### config.mk
export PLATFORM = sky130hd
export DESIGN_NAME = parallel_command_shutter_ctrl
export DESIGN_NICKNAME = d
export VERILOG_FILES = /design/src/rtl/shutter_pkg.sv /design/src/rtl/parallel_command_shutter_ctrl.sv /design/src/rtl/settle_timer.sv
export SDC_FILE = /design/constraint.sdc
export NUM_CORES = 1
export LEC_CHECK = 0
export BUFFER_PORTS_ARGS = -buffer_cell sky130_fd_sc_hd__buf_2
export CAP_MARGIN = 10
export CORE_ASPECT_RATIO = 0.8
export CORE_UTILIZATION = 62
export DETAILED_ROUTE_END_ITERATION = 8
export PLACE_DENSITY = 0.83
export SETUP_SLACK_MARGIN = 0.1
export SYNTH_ARGS = -nofsm -noshare
export SYNTH_HDL_FRONTEND = slang
export SYNTH_SLANG_ARGS = --single-unit
### constraint.sdc
create_clock -name clk -period 4.2 [get_ports clk]
set_clock_uncertainty 0.05 [all_clocks]
set_input_delay 0.21 -clock clk [delete_from_list [all_inputs] [get_ports clk]]
set_output_delay 0.21 -clock clk [all_outputs]
set_load 0.02 [all_outputs]
### src/rtl/shutter_pkg.sv
/*
 Constants shared by the parallel command input and its settle timer.
 Assumes a 40 MHz core clock.
*/
package shutter_pkg;
  localparam int CLK_MHZ = 40;
  localparam int DATA_W = 8;
  localparam int POS_W = 4;
  localparam logic [7:0] CMD_RESTORE = 8'haa;
  localparam logic [7:0] CMD_CLOSE = 8'hac;
  localparam logic [3:0] POS_BLOCKED = 4'h0;
  localparam logic [3:0] POS_RESET = 4'h0;
  localparam int SETTLE_US = 2;
  localparam int SETTLE_CYC = SETTLE_US * CLK_MHZ;
  localparam int SETTLE_W = 16;
endpackage

### src/rtl/parallel_command_shutter_ctrl.sv
/*
 Parallel command input with shutter handling: one byte in, busy out,
 positioner target out. Assumes data lines synchronous to clk and a
 host that waits for busy low before sending the next byte.
*/
// Functional notes
// - The input byte is taken either as a filter position or as a command code.
// - Busy is the only status returned to the host.
// - Position 0 sets the positioners to block the light path.
// - Any nonzero position moves the positioners there, opening the light path.
// - Close saves the current position and then moves to position 0.
// - Restore moves back to the position saved by the latest close.
// - A byte present while busy is high is not executed until busy falls.
// - The low four bits carry position or command bits, the high four command bits only.
`timescale 1ns/1ps
module parallel_command_shutter_ctrl #(
  parameter int SETTLE_CYCLES = shutter_pkg::SETTLE_CYC
)(
  input wire logic clk,
  input wire logic reset_n,
  input wire logic [shutter_pkg::DATA_W-1:0] cmd_data,
  output logic busy,
  output logic [shutter_pkg::POS_W-1:0] target_pos,
  output logic light_blocked
);
  typedef struct packed {
    logic [7:0] last_byte;
    logic [3:0] pos;
    logic [3:0] saved;
    logic blocked;
    logic primed;
  } ctrl_s;
  ctrl_s st_r;
  ctrl_s st_nxt;
  logic start;
  logic settling;
  logic is_pos;

  if (shutter_pkg::DATA_W != 8 || shutter_pkg::POS_W != 4)
  begin
    $error("parallel_command_shutter_ctrl: widths unsupported");
  end

  // Busy must stand two cycles or a fast host could miss its rise
  if (SETTLE_CYCLES < 2)
  begin
    $error("parallel_command_shutter_ctrl: SETTLE_CYCLES below two");
  end

  ////////////////////////////////////////////////////////////////////////
  settle_timer #(.CYCLES(SETTLE_CYCLES)) u_timer (
    .clk(clk),
    .reset_n(reset_n),
    .start(start),
    .running(settling)
  );

  ////////////////////////////////////////////////////////////////////////
  // position decode
  // Upper nibble nonzero means a command, never a position
  assign is_pos = (cmd_data[7:4] == 4'h0);

  always_comb
  begin
    st_nxt = st_r;
    start = 1'b0;
    // hold off while busy
    // Only a changed byte is a new command, so a held level is not re-run
    if (!settling && st_r.primed && cmd_data != st_r.last_byte)
    begin
      st_nxt.last_byte = cmd_data;
      if (is_pos)
      begin
        st_nxt.pos = cmd_data[3:0];
        st_nxt.blocked = (cmd_data[3:0] == shutter_pkg::POS_BLOCKED);
        start = 1'b1;
      end
      else if (cmd_data == shutter_pkg::CMD_CLOSE)
      begin
        st_nxt.saved = st_r.pos;
        st_nxt.pos = shutter_pkg::POS_BLOCKED;
        st_nxt.blocked = 1'b1;
        start = 1'b1;
      end
      else if (cmd_data == shutter_pkg::CMD_RESTORE)
      begin
        st_nxt.pos = st_r.saved;
        st_nxt.blocked = (st_r.saved == shutter_pkg::POS_BLOCKED);
        start = 1'b1;
      end
    end
    if (!st_r.primed)
    begin
      // Byte on the lines at reset is not taken as a command
      st_nxt.primed = 1'b1;
      st_nxt.last_byte = cmd_data;
    end
  end

  always_ff @(posedge clk)
  begin
    if (!reset_n)
    begin
      st_r <= '{last_byte: 8'h00, pos: shutter_pkg::POS_RESET, saved: shutter_pkg::POS_RESET,
                blocked: 1'b1, primed: 1'b0};
    end
    else
    begin
      st_r <= st_nxt;
    end
  end

  ////////////////////////////////////////////////////////////////////////
  // single status output
  assign busy = settling;
  assign target_pos = st_r.pos;
  assign light_blocked = st_r.blocked;
endmodule

### src/rtl/settle_timer.sv
/*
 Settle timer: counts down a fixed number of cycles after a start pulse.
 Assumes a start pulse only while idle.
*/
`timescale 1ns/1ps
module settle_timer #(
  parameter int CYCLES = shutter_pkg::SETTLE_CYC
)(
  input wire logic clk,
  input wire logic reset_n,
  input wire logic start,
  output logic running
);
  typedef struct packed {
    logic [shutter_pkg::SETTLE_W-1:0] cnt;
  } timer_s;
  timer_s st_r;
  timer_s st_nxt;

  // Count must fit the counter and be at least one cycle
  if (CYCLES < 1 || CYCLES >= (1 << shutter_pkg::SETTLE_W))
  begin
    $error("settle_timer: CYCLES out of range");
  end

  always_comb
  begin
    st_nxt = st_r;
    if (start)
    begin
      st_nxt.cnt = shutter_pkg::SETTLE_W'(CYCLES);
    end
    else if (st_r.cnt != '0)
    begin
      st_nxt.cnt = st_r.cnt - 1'b1;
    end
  end

  always_ff @(posedge clk)
  begin
    if (!reset_n)
    begin
      st_r <= '0;
    end
    else
    begin
      st_r <= st_nxt;
    end
  end

  assign running = (st_r.cnt != '0);
endmodule

==> results by group, run 1 <==
Outcome
  • Status: completed

Floorplanning
  • Initial Util: between 60 and 70%
  • Die Height: 49.4 um
  • # IOs: 16
  • Die width: between 60 and 70 um
  • Core Footprint: around 2600 um^2
  • Full die area: a little over 3000 um^2
  • Row count: 16

Timing
  • Peak Freq: around 370 MHz
  • Fin. Hold Viols: 0
  • Setup Viol. Count Final: 0
  • Final Max Slew Viols: 0
  • Worst Max-Slew Pin Slew: ~1.2 ns
  • Min Tclk post-route: around 2.7 ns
  • Final worst slack: between 1 and 1.5 ns
  • Post-Route Setup TNS: 0 ns
  • Tcrit/Tclk final: between 60% and 70%
  • Max-slew headroom at the worst pin: approximately 20%
  • Unrepaired setup endpoints after global routing: no

Cells and area
  • Design Area, Final: around 1800 um^2
  • # fillers: 208
  • Footprint of the multi-input gates: between 900 and 1000 um^2
  • Synth-to-Final Area Change: 5.60%
  • Final net count: about 220
  • FF/Latch Area: between 600 and 700 um^2
  • Antenna cells: 0
  • Fin cells: ~250
  • Most frequent cells in the layout: nand2_1, dfxtp_1, mux2i_1, nor2_1, xor2_1
  • Layout cells sized above 1: ~13%

Worst hold path
  • HP Class: primary input to flip-flop

Synth
  • Synthesized cell area: ~1700 um^2
  • Syn nets: approximately 210
  • Mapped Avg Cell Area: around 8.8 um^2
  • Synthesized flop and latch total: 34
  • Synth Warn #: 0
  • Sequential area share after synthesis: around 39%
  • Post-Syn Instances: ~200
  • Synth cell types: 40

Clocking
  • Clk pin slew, worst setup/hold paths: ~0.11 ns
  • H-tree level count: 2
  • Hold-fix buffer count after cts: 0
  • CTS tree: yes
  • CTS buffer count: 5
  • Maximum clock path buffer count: 2
  • Clk Tree Root Cell: clkbuf_4
  • # resized after CTS: 0
  • Worst-skew pair later-pin latency: between 0.3 and 0.4 ns
  • Clk sinks: 34
  • Setup bufs post-CTS: 0

Routing
  • Final wirelength: approximately 3600 um
  • Iteration-0 DRC Markers: 113
  • Vias after detailed routing: between 1,000 and 1,500
  • Wire per inst: between 10 and 15 um
  • Drt pass-1 iters: 4
  • Avg Vias per Cell: ~5.7
  • Post-route DRC: 0
  • Final ANT Viol Nets: 0

Global routing
  • Largest net degree at the start of global routing: 31
  • GR Util All Layers: 27.9%
  • Overflow after GRT: 0
  • Vias in the first global route: roughly 1,400
  • Global-route wire length before repair: between 6000 and 7000 um
  • Initial antenna violation count: 0

Setup path
  • Worst Setup Start Kind: flip-flop
  • Crit. End Element: primary output
  • CP max FO: 5
  • Crit path largest cell delay: 0.57 ns
  • Required time worst endpoint: just under 4 ns
  • Critical path cell sequence: inv_1, ha_1, or3b_4, or4b_4, nor2_4, inv_1, buf_2
  • Crit-path most repeated cell: inv_1
  • Worst Path Arrival: 2.48 ns
  • Worst path slowest cell: or4b_4
  • WS Path Type: flip-flop to primary output

Place
  • RD Place Congestion: about 0.9
  • IO buf count: 15
  • HPWL Detailed: between 2000 and 3000 um
  • Place WS: around 1.7 ns
  • Placed instance area: around 1800 um^2
  • Placed cells: roughly 240

Flow run
  • MaxCap Viol Count: 0

Pwr
  • Leak Pwr: 0.777 nW
  • Peak supply drop: about 0.00041 V
  • Cell Pwr Density: ~700 nW/um^2
[registers in the layout (all words and copies together) (netlist names)]
name           flops
light_blocked      1
target_pos         4
u_timer.st_r      16
st_r              13
[metrics by stage]
stage	util, %	total power, mW	hold WS [ns]
2_1_floorplan	-	0.971	0.188
3_3_place_gp	69.5	1.05	0.406
3_5_place_dp	69.5	1.09	0.418
4_1_cts	71.9	1.28	0.0780
5_1_grt	71.9	1.38	0.0780
6_report	71.9	1.29	0.0858
[where the power goes]
| part | switching [mW] | internal, mW |
|---|---|---|
| combinational | 0.368 | 0.251 |
| clock | 0.109 | 0.0810 |
| sequential | 0.0809 | 0.401 |
| total | 0.558 | 0.733 |
[Yosys cell counts, drive strengths merged]
master   number  area, um^2
a21oi         6        30.0
a31o          1        8.76
nor2         19        78.8
nand4b        1        8.76
ha            1        12.5
o21bai        1        7.51
inv           5        18.8
dfxtp        34         681
a22o          4        35.0
or4b          1        13.8
nor2b         1        6.26
a211oi        2        20.0
and4b         1        10.0
clkbuf        4        15.0
mux2i        18         180
buf           8        67.6
nand2b        1        6.26
a2111oi       1        8.76
or4           2        15.0
nand4         3        33.8
and4          1        8.76
nor4          6        37.5
or3           3        18.8
nor3b         1        7.51
nor3          7        35.0
o21a          1        7.51
or3b          1        11.3
o21ai         3        15.0
nand3         4        20.0
or2b          1        7.51
xnor2         3        26.3
nand3b        2        15.0
xor2         16         140
nand2        34         128
a41oi         1        8.76
[worst paths after layout]
check,start,end,slack [ns],depth (start not counted)
setup / recovery,u_timer.st_r[0],busy,1.46,7
hold / removal,cmd_data[7],st_r[17],0.09,3
setup reg to reg,u_timer.st_r[0],st_r[4],1.63,7
hold reg to reg,st_r[11],st_r[11],0.43,2
[cells by family after synthesis]
kind of cell / after synthesis / synth area share, %
adder cells (fa/ha/maj): 1 / 0.717
flip-flops: 34 / 39.0
AND/OR/NAND/NOR: 89 / 26.5
buffers and inverters: 17 / 5.81
multiplexers: 18 / 10.3
XOR/XNOR: 19 / 9.54
AO/OA/AOI/OAI: 20 / 8.11
[layout make-up]
class	count	area share (%)
Timing Repair Buffer	15	4.08
Sequential cell	34	37.0
Tap cell	36	2.45
Clock inverter	1	0.272
Multi-Input combinational cell	147	52.2
Clock buffer	7	2.99
Inverter	5	1.02
[metal layers]
layer / up-vias / track usage (%) / share of wire (%) / wire (um)
met4: 0 / 12.5 / 1.9 / 70
met2: 34 / 43.5 / 47 / 1700
li1: 706 / - / - / -
met1: 658 / 35.1 / 46 / 1670
met5: - / 0 / 0 / 0
met3: 8 / 7.96 / 4.4 / 160
[critical path: cells and delay by family (launching register included)]
family | cells | cell delay (ns)
adders and majority gates | 1 | 0.23
buffers and inverters | 3 | 0.39
DFF | 1 | 0.34
and+or+nand+nor | 3 | 1.17
(Power assumes the default switching activity.)
==> inputs of run 2 (changes only) <==
--- a/config.mk
+++ b/config.mk
@@ -8,9 +8,9 @@
 export BUFFER_PORTS_ARGS = -buffer_cell sky130_fd_sc_hd__buf_2
 export CAP_MARGIN = 10
 export CORE_ASPECT_RATIO = 0.8
-export CORE_UTILIZATION = 62
+export CORE_UTILIZATION = 52
 export DETAILED_ROUTE_END_ITERATION = 8
-export PLACE_DENSITY = 0.83
+export PLACE_DENSITY = 0.74
 export SETUP_SLACK_MARGIN = 0.1
 export SYNTH_ARGS = -nofsm -noshare
 export SYNTH_HDL_FRONTEND = slang
==> constraint.sdc (replaced) <==
create_clock -name clk -period 2.45 [get_ports clk]
set_clock_uncertainty 0.05 [all_clocks]
set_input_delay 0.1225 -clock clk [delete_from_list [all_inputs] [get_ports clk]]
set_output_delay 0.1225 -clock clk [all_outputs]
set_load 0.02 [all_outputs]
==> results by group, run 2 (synthesis results as in run 1) <==
Worst hold path
  • WHS Path Cells: 3
  • Hold endpoint: st_r[14]
  • HP Class: primary input to flip-flop
  • Hold_sp: cmd_data[4]

Clocking
  • Clk pin slew, worst setup/hold paths: ~0.06 ns
  • Worst-skew pair later-pin latency: ~0.29 ns
  • Clk Tree Root Cell: clkbuf_8
  • Clk sinks: 34
  • CTS buffer count: 5
  • H-tree level count: 2
  • Maximum clock path buffer count: 2
  • Hold-fix buffer count after cts: 0
  • CTS tree: yes

Floorplanning
  • Die Height: 53.8 um
  • # IOs: 16
  • Initial Util: between 50% and 60%
  • Row count: 18
  • Core Footprint: 3130 um^2
  • Die width: ~67 um
  • Full die area: between 3000 and 4000 um^2

Timing
  • Min Tclk post-route: between 2 and 2.5 ns
  • Unrepaired setup endpoints after global routing: no
  • Fin. Hold Viols: 0
  • Peak Freq: approximately 430 MHz
  • Final Max Slew Viols: 0
  • Tcrit/Tclk final: a little over nine tenths
  • Post-Route Setup TNS: 0 ns
  • Worst Max-Slew Pin Slew: roughly 0.57 ns
  • Max-slew headroom at the worst pin: a little over 60%
  • Setup Viol. Count Final: 0

Setup path
  • Critical path cell sequence: inv_2, ha_4, or3b_4, or4b_4, nor2_4, inv_2, buf_2
  • WS Path Type: flip-flop to primary output
  • Worst reg2reg setup slack: about 0.15 ns
  • Critical path startpoint: u_timer.st_r[0]
  • Crit. End Element: primary output
  • Worst Path Arrival: around 2.2 ns
  • RR Endpoint: st_r[5]
  • Worst path slowest cell: or4b_4
  • Worst Setup Start Kind: flip-flop
  • Crit-path most repeated cell: inv_2
  • R2R depth: 7
  • CP max FO: 4
  • Crit path largest cell delay: between 0.5 and 0.6 ns
  • Required time worst endpoint: ~2.3 ns
  • RR Startpoint: u_timer.st_r[0]

Routing
  • Iteration-0 DRC Markers: 95
  • Final ANT Viol Nets: 0
  • Final wirelength: around 3700 um
  • Vias after detailed routing: between 1,000 and 1,500
  • Highest routed layer: met4
  • Wire per inst: 14.2 um
  • Routed wl met2: between 1500 and 2000 um
  • M1 WL: 1770 um
  • Drt pass-1 iters: 4
  • Routed length on met3: 107 um
  • Avg Vias per Cell: roughly 5.5
  • Post-route DRC: 0

Global routing
  • Vias in the first global route: 1,420
  • Initial antenna violation count: 0
  • GR Util All Layers: about 23%
  • Largest net degree at the start of global routing: 31
  • Overflow after GRT: 0
  • Global-route wire length before repair: 6240 um

Cells and area
  • Most common cell after layout, fill and taps aside: nand2_1
  • Max reg flops: 16
  • Layout cells sized above 1: 21.0%
  • Layout Utilization: about 63%
  • Synth-to-Final Area Change: 13.8%
  • Fin cells: roughly 260
  • Antenna cells: 0
  • Reg with most FFs: u_timer.st_r
  • Most frequent cells in the layout: nand2_1, dfxtp_1, mux2i_1, nor2_1, xor2_1
  • Final net count: between 200 and 250

Pwr
  • Cell Pwr Density: between 1000 and 1500 nW/um^2
  • Overall Power: around 2.5 mW
  • Leak Pwr: ~0.84 nW
  • Peak supply drop: between 0.0006 and 0.0007 V

Place
  • IO buf count: 15
  • RD Place Congestion: around 0.80
  • Placed cells: ~250
  • HPWL Detailed: 2520 um

Outcome
  • Status: completed

Flow run
  • MaxCap Viol Count: 0
## run 2: worst max path at each step
stage                          end
final                         busy
after CTS                 st_r[12]
after floorplan            st_r[2]
after global placement     st_r[4]
after global routing          busy
after detailed placement   st_r[3]
## run 2: power breakdown
group          internal [mW]  total [mW]  switching, mW
clock                  0.226       0.425          0.198
sequential             0.691       0.829          0.138
combinational          0.586        1.28          0.693
## run 2: repair_timing
item,4_1_cts,5_1_grt
endpoints found under the setup margin,27,34
pin swaps,2,3
setup buffers,3,2
resized for setup,4,7
## run 2: cell type report
cell class                      instances  area, um^2
Inverter                                5        18.8
Tap cell                               40        50.0
Fill cell                             257        1150
Timing Repair Buffer                   25         154
Clock inverter                          1        5.00
Sequential cell                        34         683
Clock buffer                            7        86.3
Multi-Input combinational cell        147         987
## run 2: critical path, delay by kind of cell (launching register included)
family	cells	cell delay, ns
AND/OR/NAND/NOR	3	1.08
buffers and inverters	3	0.32
flip-flops	1	0.33
adder cells (fa/ha/maj)	1	0.13
## run 2: stage by stage
| step | hold slack [ns] | instance area [um^2] | setup WS (ns) |
|---|---|---|---|
| 2_1_floorplan | 0.100 | 1740 | 0.182 |
| 3_3_place_gp | 0.352 | 1820 | 0.106 |
| 3_5_place_dp | 0.366 | 1820 | 0.00598 |
| 4_1_cts | 0.0629 | 1940 | 0.121 |
| 5_1_grt | 0.0864 | 1980 | 0.0751 |
| 6_report | 0.0649 | 1980 | 0.123 |
## run 2: routing by layer
metal | GRT usage, % | vias up
met4 | 8.51 | 0
met2 | 39.2 | 20
li1 | - | 721
met3 | 4.45 | 8
met1 | 29.7 | 683
met5 | 0 | -
